## src/pin_mux_consts.svh

```systemverilog
`ifndef PIN_MUX_CONSTS_SVH
`define PIN_MUX_CONSTS_SVH

// register byte offsets (printed offsets are even, not all multiples of 4)
`define SEL_REG_INDEX     12'h0C1A
`define PD_REG_INDEX      12'h0468
`define SEL_REG_ADDR      14'h3068
`define PD_REG_ADDR       14'h11A0
`define DATA_REG_ADDR     14'h0100
`define ADDR_W            14

// field layout
`define SEL_W             6
`define PD_W              3
`define NUM_PINS          3
`define SEL_RESET         6'h00
`define PD_RESET          3'h0
`define DATA_RESET        3'h0
`define OE_B_IDLE         3'h7
`define READ_ZERO         32'h0000_0000

// select encodings
`define SEL_INPUT         2'h0
`define SEL_RESERVED      2'h1
`define SEL_OUTPUT        2'h2
`define SEL_PANEL         2'h3

// data register: out bits [2:0], input bits [10:8] read only
`define DATA_IN_LSB       8

`endif

```

## src/pin_mux_pkg.sv

```systemverilog
package pin_mux_pkg;
    typedef enum logic [1:0] {
        func_input,
        func_reserved,
        func_output,
        func_panel
    } pin_func_t;

    typedef struct packed {
        logic [2:0] level;
        logic [2:0] oe_b;
        logic [2:0] pull_down;
    } pad_drive_t;

    typedef struct packed {
        logic [2:0] data;
        logic [2:0] oe_b;
    } panel_cmd_t;
endpackage

```

## src/panel_port_g_pin_mux.sv

```systemverilog
`timescale 1ns/1ps
`default_nettype none
`include "pin_mux_consts.svh"

// Summary of operation
// Pin two follows select bits 5:4; 00 input, 10 output, 11 panel line.
// Pin one follows select bits 3:2; 00 input, 10 output, 11 panel line.
// Pin zero follows select bits 1:0; 00 input, 10 output, 11 panel line.
// All select fields reset to 00 so every pin starts as an input.
// Software must not write 01 to a select field; it is reserved.
// Pull-down control bit 2 switches the pull-down on pin two.
// Pull-down control bit 1 switches the pull-down on pin one.
// Pull-down control bit 0 switches the pull-down on pin zero.
// Output pins drive their data bit; input pins are sampled for reading.
module panel_port_g_pin_mux (
    input  wire logic                    ref_clk_in,
    input  wire logic                    rst_b_in,
    input  wire logic                    psel_in,
    input  wire logic                    penable_in,
    input  wire logic                    pwrite_in,
    input  wire logic [`ADDR_W-1:0]      paddr_in,
    input  wire logic [31:0]             pwdata_in,
    output logic      [31:0]             prdata_out,
    output logic                         pready_out,
    output logic                         pslverr_out,
    input  wire logic [2:0]              pin_level_in,
    output pin_mux_pkg::pad_drive_t      pad_out,
    input  wire pin_mux_pkg::panel_cmd_t panel_cmd_in,
    output logic      [2:0]              panel_pin_level_out
);
    import pin_mux_pkg::*;

    logic [`SEL_W-1:0]     sel;
    logic [`PD_W-1:0]      pull_dn;
    logic [`NUM_PINS-1:0]  out_data;
    logic [`NUM_PINS-1:0]  in_data;
    logic [31:0]           next_rdata;
    pad_drive_t            next_pad;
    logic                  wr_en;
    logic                  rd_en;
    logic                  hit;

    function automatic pin_func_t pin_func(input logic [`SEL_W-1:0] s,
                                           input int idx);
        pin_func = pin_func_t'(s[idx*2 +: 2]);
    endfunction

    function automatic logic addr_hit(input logic [`ADDR_W-1:0] a);
        addr_hit = (a == `SEL_REG_ADDR) || (a == `PD_REG_ADDR)
                || (a == `DATA_REG_ADDR);
    endfunction

    assign pready_out  = 1'b1;
    assign hit         = addr_hit(paddr_in);
    assign wr_en       = psel_in && penable_in && pwrite_in;
    assign rd_en       = psel_in && !penable_in && !pwrite_in;
    // unmapped access flagged during access phase
    assign pslverr_out = psel_in && penable_in && !hit;

    // select fields
    always_ff @(posedge ref_clk_in or negedge rst_b_in) begin
        if (!rst_b_in) begin
            sel <= `SEL_RESET;
        end else if (wr_en && paddr_in == `SEL_REG_ADDR) begin
            sel <= pwdata_in[`SEL_W-1:0];
        end
    end

    // pull-down controls
    always_ff @(posedge ref_clk_in or negedge rst_b_in) begin
        if (!rst_b_in) begin
            pull_dn <= `PD_RESET;
        end else if (wr_en && paddr_in == `PD_REG_ADDR) begin
            pull_dn <= pwdata_in[`PD_W-1:0];
        end
    end

    // output data bits
    always_ff @(posedge ref_clk_in or negedge rst_b_in) begin
        if (!rst_b_in) begin
            out_data <= `DATA_RESET;
        end else if (wr_en && paddr_in == `DATA_REG_ADDR) begin
            out_data <= pwdata_in[`NUM_PINS-1:0];
        end
    end

    // input sampling, only for pins selected as input
    always_ff @(posedge ref_clk_in or negedge rst_b_in) begin
        if (!rst_b_in) begin
            in_data <= `DATA_RESET;
        end else begin
            for (int i = 0; i < `NUM_PINS; i++) begin
                if (pin_func(sel, i) == func_input) begin
                    in_data[i] <= pin_level_in[i];
                end
            end
        end
    end

    always_comb begin
        next_rdata = `READ_ZERO;
        unique case (paddr_in)
            `SEL_REG_ADDR:  next_rdata[`SEL_W-1:0] = sel;
            `PD_REG_ADDR:   next_rdata[`PD_W-1:0]  = pull_dn;
            `DATA_REG_ADDR: begin
                next_rdata[`NUM_PINS-1:0] = out_data;
                next_rdata[`DATA_IN_LSB +: `NUM_PINS] = in_data;
            end
            default:        next_rdata = `READ_ZERO;
        endcase
    end

    // read data captured in setup phase, valid in access phase
    always_ff @(posedge ref_clk_in or negedge rst_b_in) begin
        if (!rst_b_in) begin
            prdata_out <= `READ_ZERO;
        end else if (rd_en) begin
            prdata_out <= next_rdata;
        end
    end

    always_comb begin
        next_pad.pull_down = pull_dn;
        for (int i = 0; i < `NUM_PINS; i++) begin
            unique case (pin_func(sel, i))
                func_output: begin
                    next_pad.level[i] = out_data[i];
                    next_pad.oe_b[i]  = 1'b0;
                end
                func_panel: begin
                    next_pad.level[i] = panel_cmd_in.data[i];
                    next_pad.oe_b[i]  = panel_cmd_in.oe_b[i];
                end
                // input and the reserved code leave the pin undriven
                default: begin
                    next_pad.level[i] = 1'b0;
                    next_pad.oe_b[i]  = 1'b1;
                end
            endcase
        end
    end

    always_ff @(posedge ref_clk_in or negedge rst_b_in) begin
        if (!rst_b_in) begin
            pad_out <= '{level: `DATA_RESET, oe_b: `OE_B_IDLE,
                         pull_down: `PD_RESET};
        end else begin
            pad_out <= next_pad;
        end
    end

    // panel logic sees the pin level only when it owns the pin
    always_ff @(posedge ref_clk_in or negedge rst_b_in) begin
        if (!rst_b_in) begin
            panel_pin_level_out <= `DATA_RESET;
        end else begin
            for (int i = 0; i < `NUM_PINS; i++) begin
                panel_pin_level_out[i] <= (pin_func(sel, i) == func_panel)
                                          && pin_level_in[i];
            end
        end
    end

    a_sel_reset_input: assert property (
        @(posedge ref_clk_in) $rose(rst_b_in) |-> sel == `SEL_RESET
    ) else $error("select not cleared by reset");

    a_pin_two_out: assert property (
        @(posedge ref_clk_in) disable iff (!rst_b_in)
        sel[5:4] == `SEL_OUTPUT |=> !pad_out.oe_b[2]
            && pad_out.level[2] == $past(out_data[2])
    ) else $error("pin two output mismatch");

    a_pin_one_panel: assert property (
        @(posedge ref_clk_in) disable iff (!rst_b_in)
        sel[3:2] == `SEL_PANEL |=>
            pad_out.level[1] == $past(panel_cmd_in.data[1])
            && pad_out.oe_b[1] == $past(panel_cmd_in.oe_b[1])
    ) else $error("pin one panel mismatch");

    a_pin_zero_in: assert property (
        @(posedge ref_clk_in) disable iff (!rst_b_in)
        sel[1:0] == `SEL_INPUT |=> pad_out.oe_b[0]
    ) else $error("pin zero driven while input");

    a_pd_two: assert property (
        @(posedge ref_clk_in) disable iff (!rst_b_in)
        wr_en && paddr_in == `PD_REG_ADDR
            |=> ##1 pad_out.pull_down[2] == $past(pwdata_in[2], 2)
    ) else $error("pull-down two mismatch");

    // pull-down writes reach the pad two edges later
    a_pd_one: assert property (
        @(posedge ref_clk_in) disable iff (!rst_b_in)
        wr_en && paddr_in == `PD_REG_ADDR
            |=> ##1 pad_out.pull_down[1] == $past(pwdata_in[1], 2)
    ) else $error("pull-down one mismatch");

    a_pd_zero: assert property (
        @(posedge ref_clk_in) disable iff (!rst_b_in)
        wr_en && paddr_in == `PD_REG_ADDR
            |=> ##1 pad_out.pull_down[0] == $past(pwdata_in[0], 2)
    ) else $error("pull-down zero mismatch");

    a_input_sample: assert property (
        @(posedge ref_clk_in) disable iff (!rst_b_in)
        sel[1:0] == `SEL_INPUT |=> in_data[0] == $past(pin_level_in[0])
    ) else $error("input not sampled");

    a_input_two: assert property (
        @(posedge ref_clk_in) disable iff (!rst_b_in)
        sel[5:4] == `SEL_INPUT |=> in_data[2] == $past(pin_level_in[2])
    ) else $error("pin two input not sampled");

    // input bit keeps its last value once the pin is handed over
    a_input_hold: assert property (
        @(posedge ref_clk_in) disable iff (!rst_b_in)
        sel[1:0] != `SEL_INPUT |=> in_data[0] == $past(in_data[0])
    ) else $error("input bit changed while pin not input");

    // routing, one edge behind the select field
    a_pin_two_panel: assert property (
        @(posedge ref_clk_in) disable iff (!rst_b_in)
        sel[5:4] == `SEL_PANEL |=>
            pad_out.level[2] == $past(panel_cmd_in.data[2])
            && pad_out.oe_b[2] == $past(panel_cmd_in.oe_b[2])
    ) else $error("pin two panel mismatch");

    a_pin_two_in: assert property (
        @(posedge ref_clk_in) disable iff (!rst_b_in)
        sel[5:4] == `SEL_INPUT |=> pad_out.oe_b[2]
    ) else $error("pin two driven while input");

    a_pin_one_out: assert property (
        @(posedge ref_clk_in) disable iff (!rst_b_in)
        sel[3:2] == `SEL_OUTPUT |=> !pad_out.oe_b[1]
            && pad_out.level[1] == $past(out_data[1])
    ) else $error("pin one output mismatch");

    a_pin_one_in: assert property (
        @(posedge ref_clk_in) disable iff (!rst_b_in)
        sel[3:2] == `SEL_INPUT |=> pad_out.oe_b[1]
    ) else $error("pin one driven while input");

    a_pin_zero_out: assert property (
        @(posedge ref_clk_in) disable iff (!rst_b_in)
        sel[1:0] == `SEL_OUTPUT |=> !pad_out.oe_b[0]
            && pad_out.level[0] == $past(out_data[0])
    ) else $error("pin zero output mismatch");

    a_pin_zero_panel: assert property (
        @(posedge ref_clk_in) disable iff (!rst_b_in)
        sel[1:0] == `SEL_PANEL |=>
            pad_out.level[0] == $past(panel_cmd_in.data[0])
            && pad_out.oe_b[0] == $past(panel_cmd_in.oe_b[0])
    ) else $error("pin zero panel mismatch");

    // panel side sees a pin only while it owns it
    a_panel_two_level: assert property (
        @(posedge ref_clk_in) disable iff (!rst_b_in)
        sel[5:4] == `SEL_PANEL |=>
            panel_pin_level_out[2] == $past(pin_level_in[2])
    ) else $error("pin two level not passed to panel");

    a_panel_one_level: assert property (
        @(posedge ref_clk_in) disable iff (!rst_b_in)
        sel[3:2] == `SEL_PANEL |=>
            panel_pin_level_out[1] == $past(pin_level_in[1])
    ) else $error("pin one level not passed to panel");

    a_panel_zero_hidden: assert property (
        @(posedge ref_clk_in) disable iff (!rst_b_in)
        sel[1:0] != `SEL_PANEL |=> !panel_pin_level_out[0]
    ) else $error("pin zero level shown to panel");

    a_pad_reset_idle: assert property (
        @(posedge ref_clk_in) $rose(rst_b_in) |-> pad_out.oe_b == `OE_B_IDLE
            && pad_out.pull_down == `PD_RESET
            && panel_pin_level_out == `DATA_RESET
    ) else $error("pads not idle after reset");

    // register writes
    a_sel_write: assert property (
        @(posedge ref_clk_in) disable iff (!rst_b_in)
        wr_en && paddr_in == `SEL_REG_ADDR
            |=> sel == $past(pwdata_in[`SEL_W-1:0])
    ) else $error("select write lost");

    a_data_write: assert property (
        @(posedge ref_clk_in) disable iff (!rst_b_in)
        wr_en && paddr_in == `DATA_REG_ADDR
            |=> out_data == $past(pwdata_in[`NUM_PINS-1:0])
    ) else $error("output data write lost");

    // main scenarios
    c_output_mode: cover property (
        @(posedge ref_clk_in) sel[5:4] == `SEL_OUTPUT);
    c_panel_mode: cover property (
        @(posedge ref_clk_in) sel[3:2] == `SEL_PANEL);
    c_pd_on: cover property (
        @(posedge ref_clk_in) pull_dn == 3'h7);
    c_input_pulled: cover property (
        @(posedge ref_clk_in) sel[1:0] == `SEL_INPUT && pull_dn[0]);
    c_unmapped_access: cover property (
        @(posedge ref_clk_in) psel_in && penable_in && !hit);
endmodule
`default_nettype wire

```

## config.mk

```make
export PLATFORM = sky130hd
export DESIGN_NAME = panel_port_g_pin_mux
export DESIGN_NICKNAME = d
export VERILOG_FILES = /design/src/pin_mux_pkg.sv /design/src/panel_port_g_pin_mux.sv
export VERILOG_INCLUDE_DIRS = /design/src
export SDC_FILE = /design/constraint.sdc
export NUM_CORES = 1
export LEC_CHECK = 0
export ABC_AREA = 0
export BUFFER_PORTS_ARGS = -buffer_cell sky130_fd_sc_hd__buf_2
export CAP_MARGIN = 20
export CORE_UTILIZATION = 43
export CTS_CLUSTER_DIAMETER = 60
export DETAILED_ROUTE_END_ITERATION = 16
export GPL_TIMING_DRIVEN = 0
export PLACE_DENSITY = 0.87
export SLEW_MARGIN = 20
export SYNTH_ARGS = -nofsm -noshare
export SYNTH_HDL_FRONTEND = slang
export SYNTH_SLANG_ARGS = --single-unit
export TNS_END_PERCENT = 50
```

## constraint.sdc

```tcl
create_clock -name ref_clk_in -period 4.9 [get_ports ref_clk_in]
set_input_delay 0.98 -clock ref_clk_in [delete_from_list [all_inputs] [get_ports ref_clk_in]]
set_output_delay 0.98 -clock ref_clk_in [all_outputs]
set_load 0.01 [all_outputs]
```

==> impl_metrics.csv <==
group,metric,value,unit
power_and_ir_drop,fin_total_pwr,607,uW
yosys,synth_top_area_cell,"dfrtp_1",
floorplanning,die-height,65.0,um
clock_network,tritoncts,"built",
sta,max_freq,0.283,GHz
power_and_ir_drop,powerDensity,271,nW/um^2
global_routing,antenna_found_initial,0,
clock_network,cts_setup_buffers,0,
layout,multiInputGateArea,699,um^2
place,dpl.hpwl,2.78,mm
place,dp.cells,272,
setup_path,worst_ep_required_time,3.92,ns
layout,seq_area,905,um^2
setup_path,path_max_fanout,7,
setup_path,rr_endpoint,"prdata_out[2]",
sta,finalCriticalPeriod,3.53,ns
yosys,yosysWarningCount,0,
global_routing,track_usage,17.9,%
global_routing,grt_pass1_wl,5.57,mm
floorplanning,start_util,45.7,%
detailed_routing,vias,1272,
yosys,synth_edf_count,0,
detailed_routing,drt_wl_total,3.46,mm
setup_path,r2r_start,"out_data[2]",
job,drv_cap,0,
power_and_ir_drop,pwr-share-clk,41.7,%
floorplanning,die_w,65.0,um
power_and_ir_drop,ir_drop,0.149,mV
sta,timing.final.ws_setup,1.37,ns
sta,tightest_slew,0.761,ns
power_and_ir_drop,leakage,0.00118,uW
sta,setup_violations,0,
detailed_routing,drtIter0Drc,33,
min_path,hp-start,"pull_dn[0]",
detailed_routing,routed_via_density,4.54,
yosys,synth_top_area_share,48.3,%
layout,fillers,331,
detailed_routing,wl_per_cell,12.4,um
sta,post-route-period-util,72.1,%
yosys,netlist_top_cells_area,"dfrtp_1 48%, buf_4 11%, mux2_2 9.9%",
layout,nets,291,
min_path,hold_depth,0,
power_and_ir_drop,p_switching,131,uW
clock_network,htree_levels,2,
power_and_ir_drop,switching_share,21.7,%
setup_path,reg2reg_slack,3.81,ns
status,status,"completed",
yosys,yosysUniqueCellTypes,30,
sta,slew_viol_final,0,
sta,finalSetupTns,0,ns
clock_network,cts-buffers-inserted,5,
detailed_routing,dr.pass1.iters,5,
setup_path,startpoint_type,"input port",
yosys,synth_seq_area_share,52.9,%
layout,final_cells,280,
clock_network,path_clk_slew,0.06,ns
sta,holdWs,0.405,ns
place,port_buffers,55,
layout,syn2layout_area_growth,30.7,%
layout,layout-drive-gt1-share,48.3,%
floorplanning,io-pin-count,106,
yosys,synth_common_cells,"33 x dfrtp_1, 24 x buf_4, 17 x nand2_1",
power_and_ir_drop,p_int,475,uW
clock_network,root_buffer,"clkbuf_8",
floorplanning,fp.dieArea,4230,um^2
yosys,yosysMostFrequentCell,"dfrtp_1",
sta,slew_headroom,49.3,%
floorplanning,rows,22,
place,place_ws,1.36,ns
floorplanning,core,3740,um^2
power_and_ir_drop,combPwrFrac,8.9,%
layout,diodes,0,
clock_network,cts_buffer_depth,2,
place,place.gp.congestion,0.801,
sta,clock_skew,0.00479,ns
min_path,hold_path_end,"pad_out[0]",
power_and_ir_drop,seqPwrFrac,49.3,%
yosys,synth_area,1710,um^2
sta,rsz0062_at_grt,"false",
detailed_routing,ant_nets,0,
global_routing,first_global_vias,1205,
clock_network,clock_latency,0.29,ns
min_path,hold_class,"register to register",
yosys,synth_flop_cell,"dfrtp_1",
detailed_routing,drc,0,
yosys,ys_seq_elements,36,
global_routing,grt_max_degree,37,
setup_path,worstSetupEndpointType,"output pin",
setup_path,r2r_cells,4,
setup_path,critical_path_class,"input port to output pin",
global_routing,grt_overflow,0,
yosys,avgSynthCellArea,11.6,um^2
yosys,synth_cells,147,
sta,hold_viol_final,0,
yosys,ys_async_sr_fraction,100,%
clock_network,post_cts_resized,0,
clock_network,clock-sinks,36,
setup_path,worstPathArrival,2.55,ns
clock_network,cts_hold_buf,0,
## per-stage QoR
stage | util [%] | instance area, um^2
2_1_floorplan | - | 1790
3_3_place_gp | 56.8 | 2130
3_5_place_dp | 56.8 | 2130
4_1_cts | 59.7 | 2230
5_1_grt | 59.7 | 2230
6_report | 59.7 | 2230
## cell type report
class / instances / area share, %
Buffer: 26 / 8.40
Clock buffer: 6 / 3.25
Clock inverter: 2 / 1.57
Tap cell: 48 / 2.69
Timing Repair Buffer: 55 / 12.3
Multi-Input combinational cell: 107 / 31.3
Sequential cell: 36 / 40.5
## cell usage in the layout (no fill, tap or decap)
| master | count |
|---|---|
| and3_1 | 4 |
| o21ai_0 | 7 |
| nor4_4 | 1 |
| dfstp_2 | 3 |
| or4b_2 | 1 |
| nor3_1 | 3 |
| bufinv_16 | 1 |
| clkbuf_8 | 5 |
| or2_4 | 1 |
| mux2i_1 | 3 |
| or3_1 | 2 |
| conb_1 | 24 |
| nand4b_1 | 1 |
| nor4_2 | 3 |
| a22oi_1 | 3 |
| a21oi_1 | 1 |
| buf_4 | 24 |
| clkinv_2 | 1 |
| nand2_1 | 17 |
| nor2b_1 | 3 |
| nor4_1 | 1 |
| dfrtp_1 | 33 |
| buf_2 | 55 |
| nand3_1 | 2 |
| a21o_1 | 1 |
| or4_4 | 1 |
| nor4b_1 | 1 |
| a211oi_1 | 1 |
| or3b_2 | 1 |
| mux2_2 | 15 |
| nor2_1 | 4 |
| nand3b_1 | 1 |
| clkbuf_1 | 3 |
| a22o_1 | 5 |
## sequential cells by signal (all words and copies together) (netlist names)
signal,cells
pad_out,9
prdata_out,9
sel,6
in_data,3
out_data,3
panel_pin_level_out,3
pull_dn,3
## worst max path at each step
stage	start	end	slack [ns]	depth (start not counted)
final	paddr_in[4]	pslverr_out	1.37	5
after global routing	paddr_in[3]	pslverr_out	1.28	5
after CTS	paddr_in[4]	pslverr_out	1.36	5
after detailed placement	paddr_in[4]	pslverr_out	1.36	5
after global placement	paddr_in[4]	pslverr_out	1.39	5
after floorplan	paddr_in[3]	pslverr_out	1.73	3
## power by group through the flow
| stage | registers, uW | clock network, uW | logic, uW |
|---|---|---|---|
| detailed placement | 305 | 0 | 53.8 |
| floorplan | 305 | 0 | 30.8 |
| global route | 299 | 273 | 60.3 |
| finish | 299 | 253 | 54.2 |
| CTS | 299 | 255 | 54.0 |
| global placement | 305 | 0 | 53.2 |
## routing by layer
layer / track usage (%) / vias up / routed length, um
met5: 0 / - / 0
met4: 8.97 / 0 / 70
met3: 6.34 / 7 / 278
met2: 29.4 / 43 / 1710
met1: 20.6 / 584 / 1400
li1: - / 638 / -
## kinds of logic (layout without fill, tap and decap cells)
family	Yosys count	count (layout)	synth area share, %
buffers and inverters	26	89	11.0
muxes	18	18	11.6
other	2	24	0.439
DFF	36	36	52.9
AOI/OAI and AO/OA	18	18	7.10
and+or+nand+nor	47	47	16.9
## critical path, cell delays in order
cell and delay (ns):
buf_2 0.09, or4_4 0.56, nor4_2 0.61, a211oi_1 0.13, buf_2 0.18
Note: power is estimated with default switching activity, not from simulation.
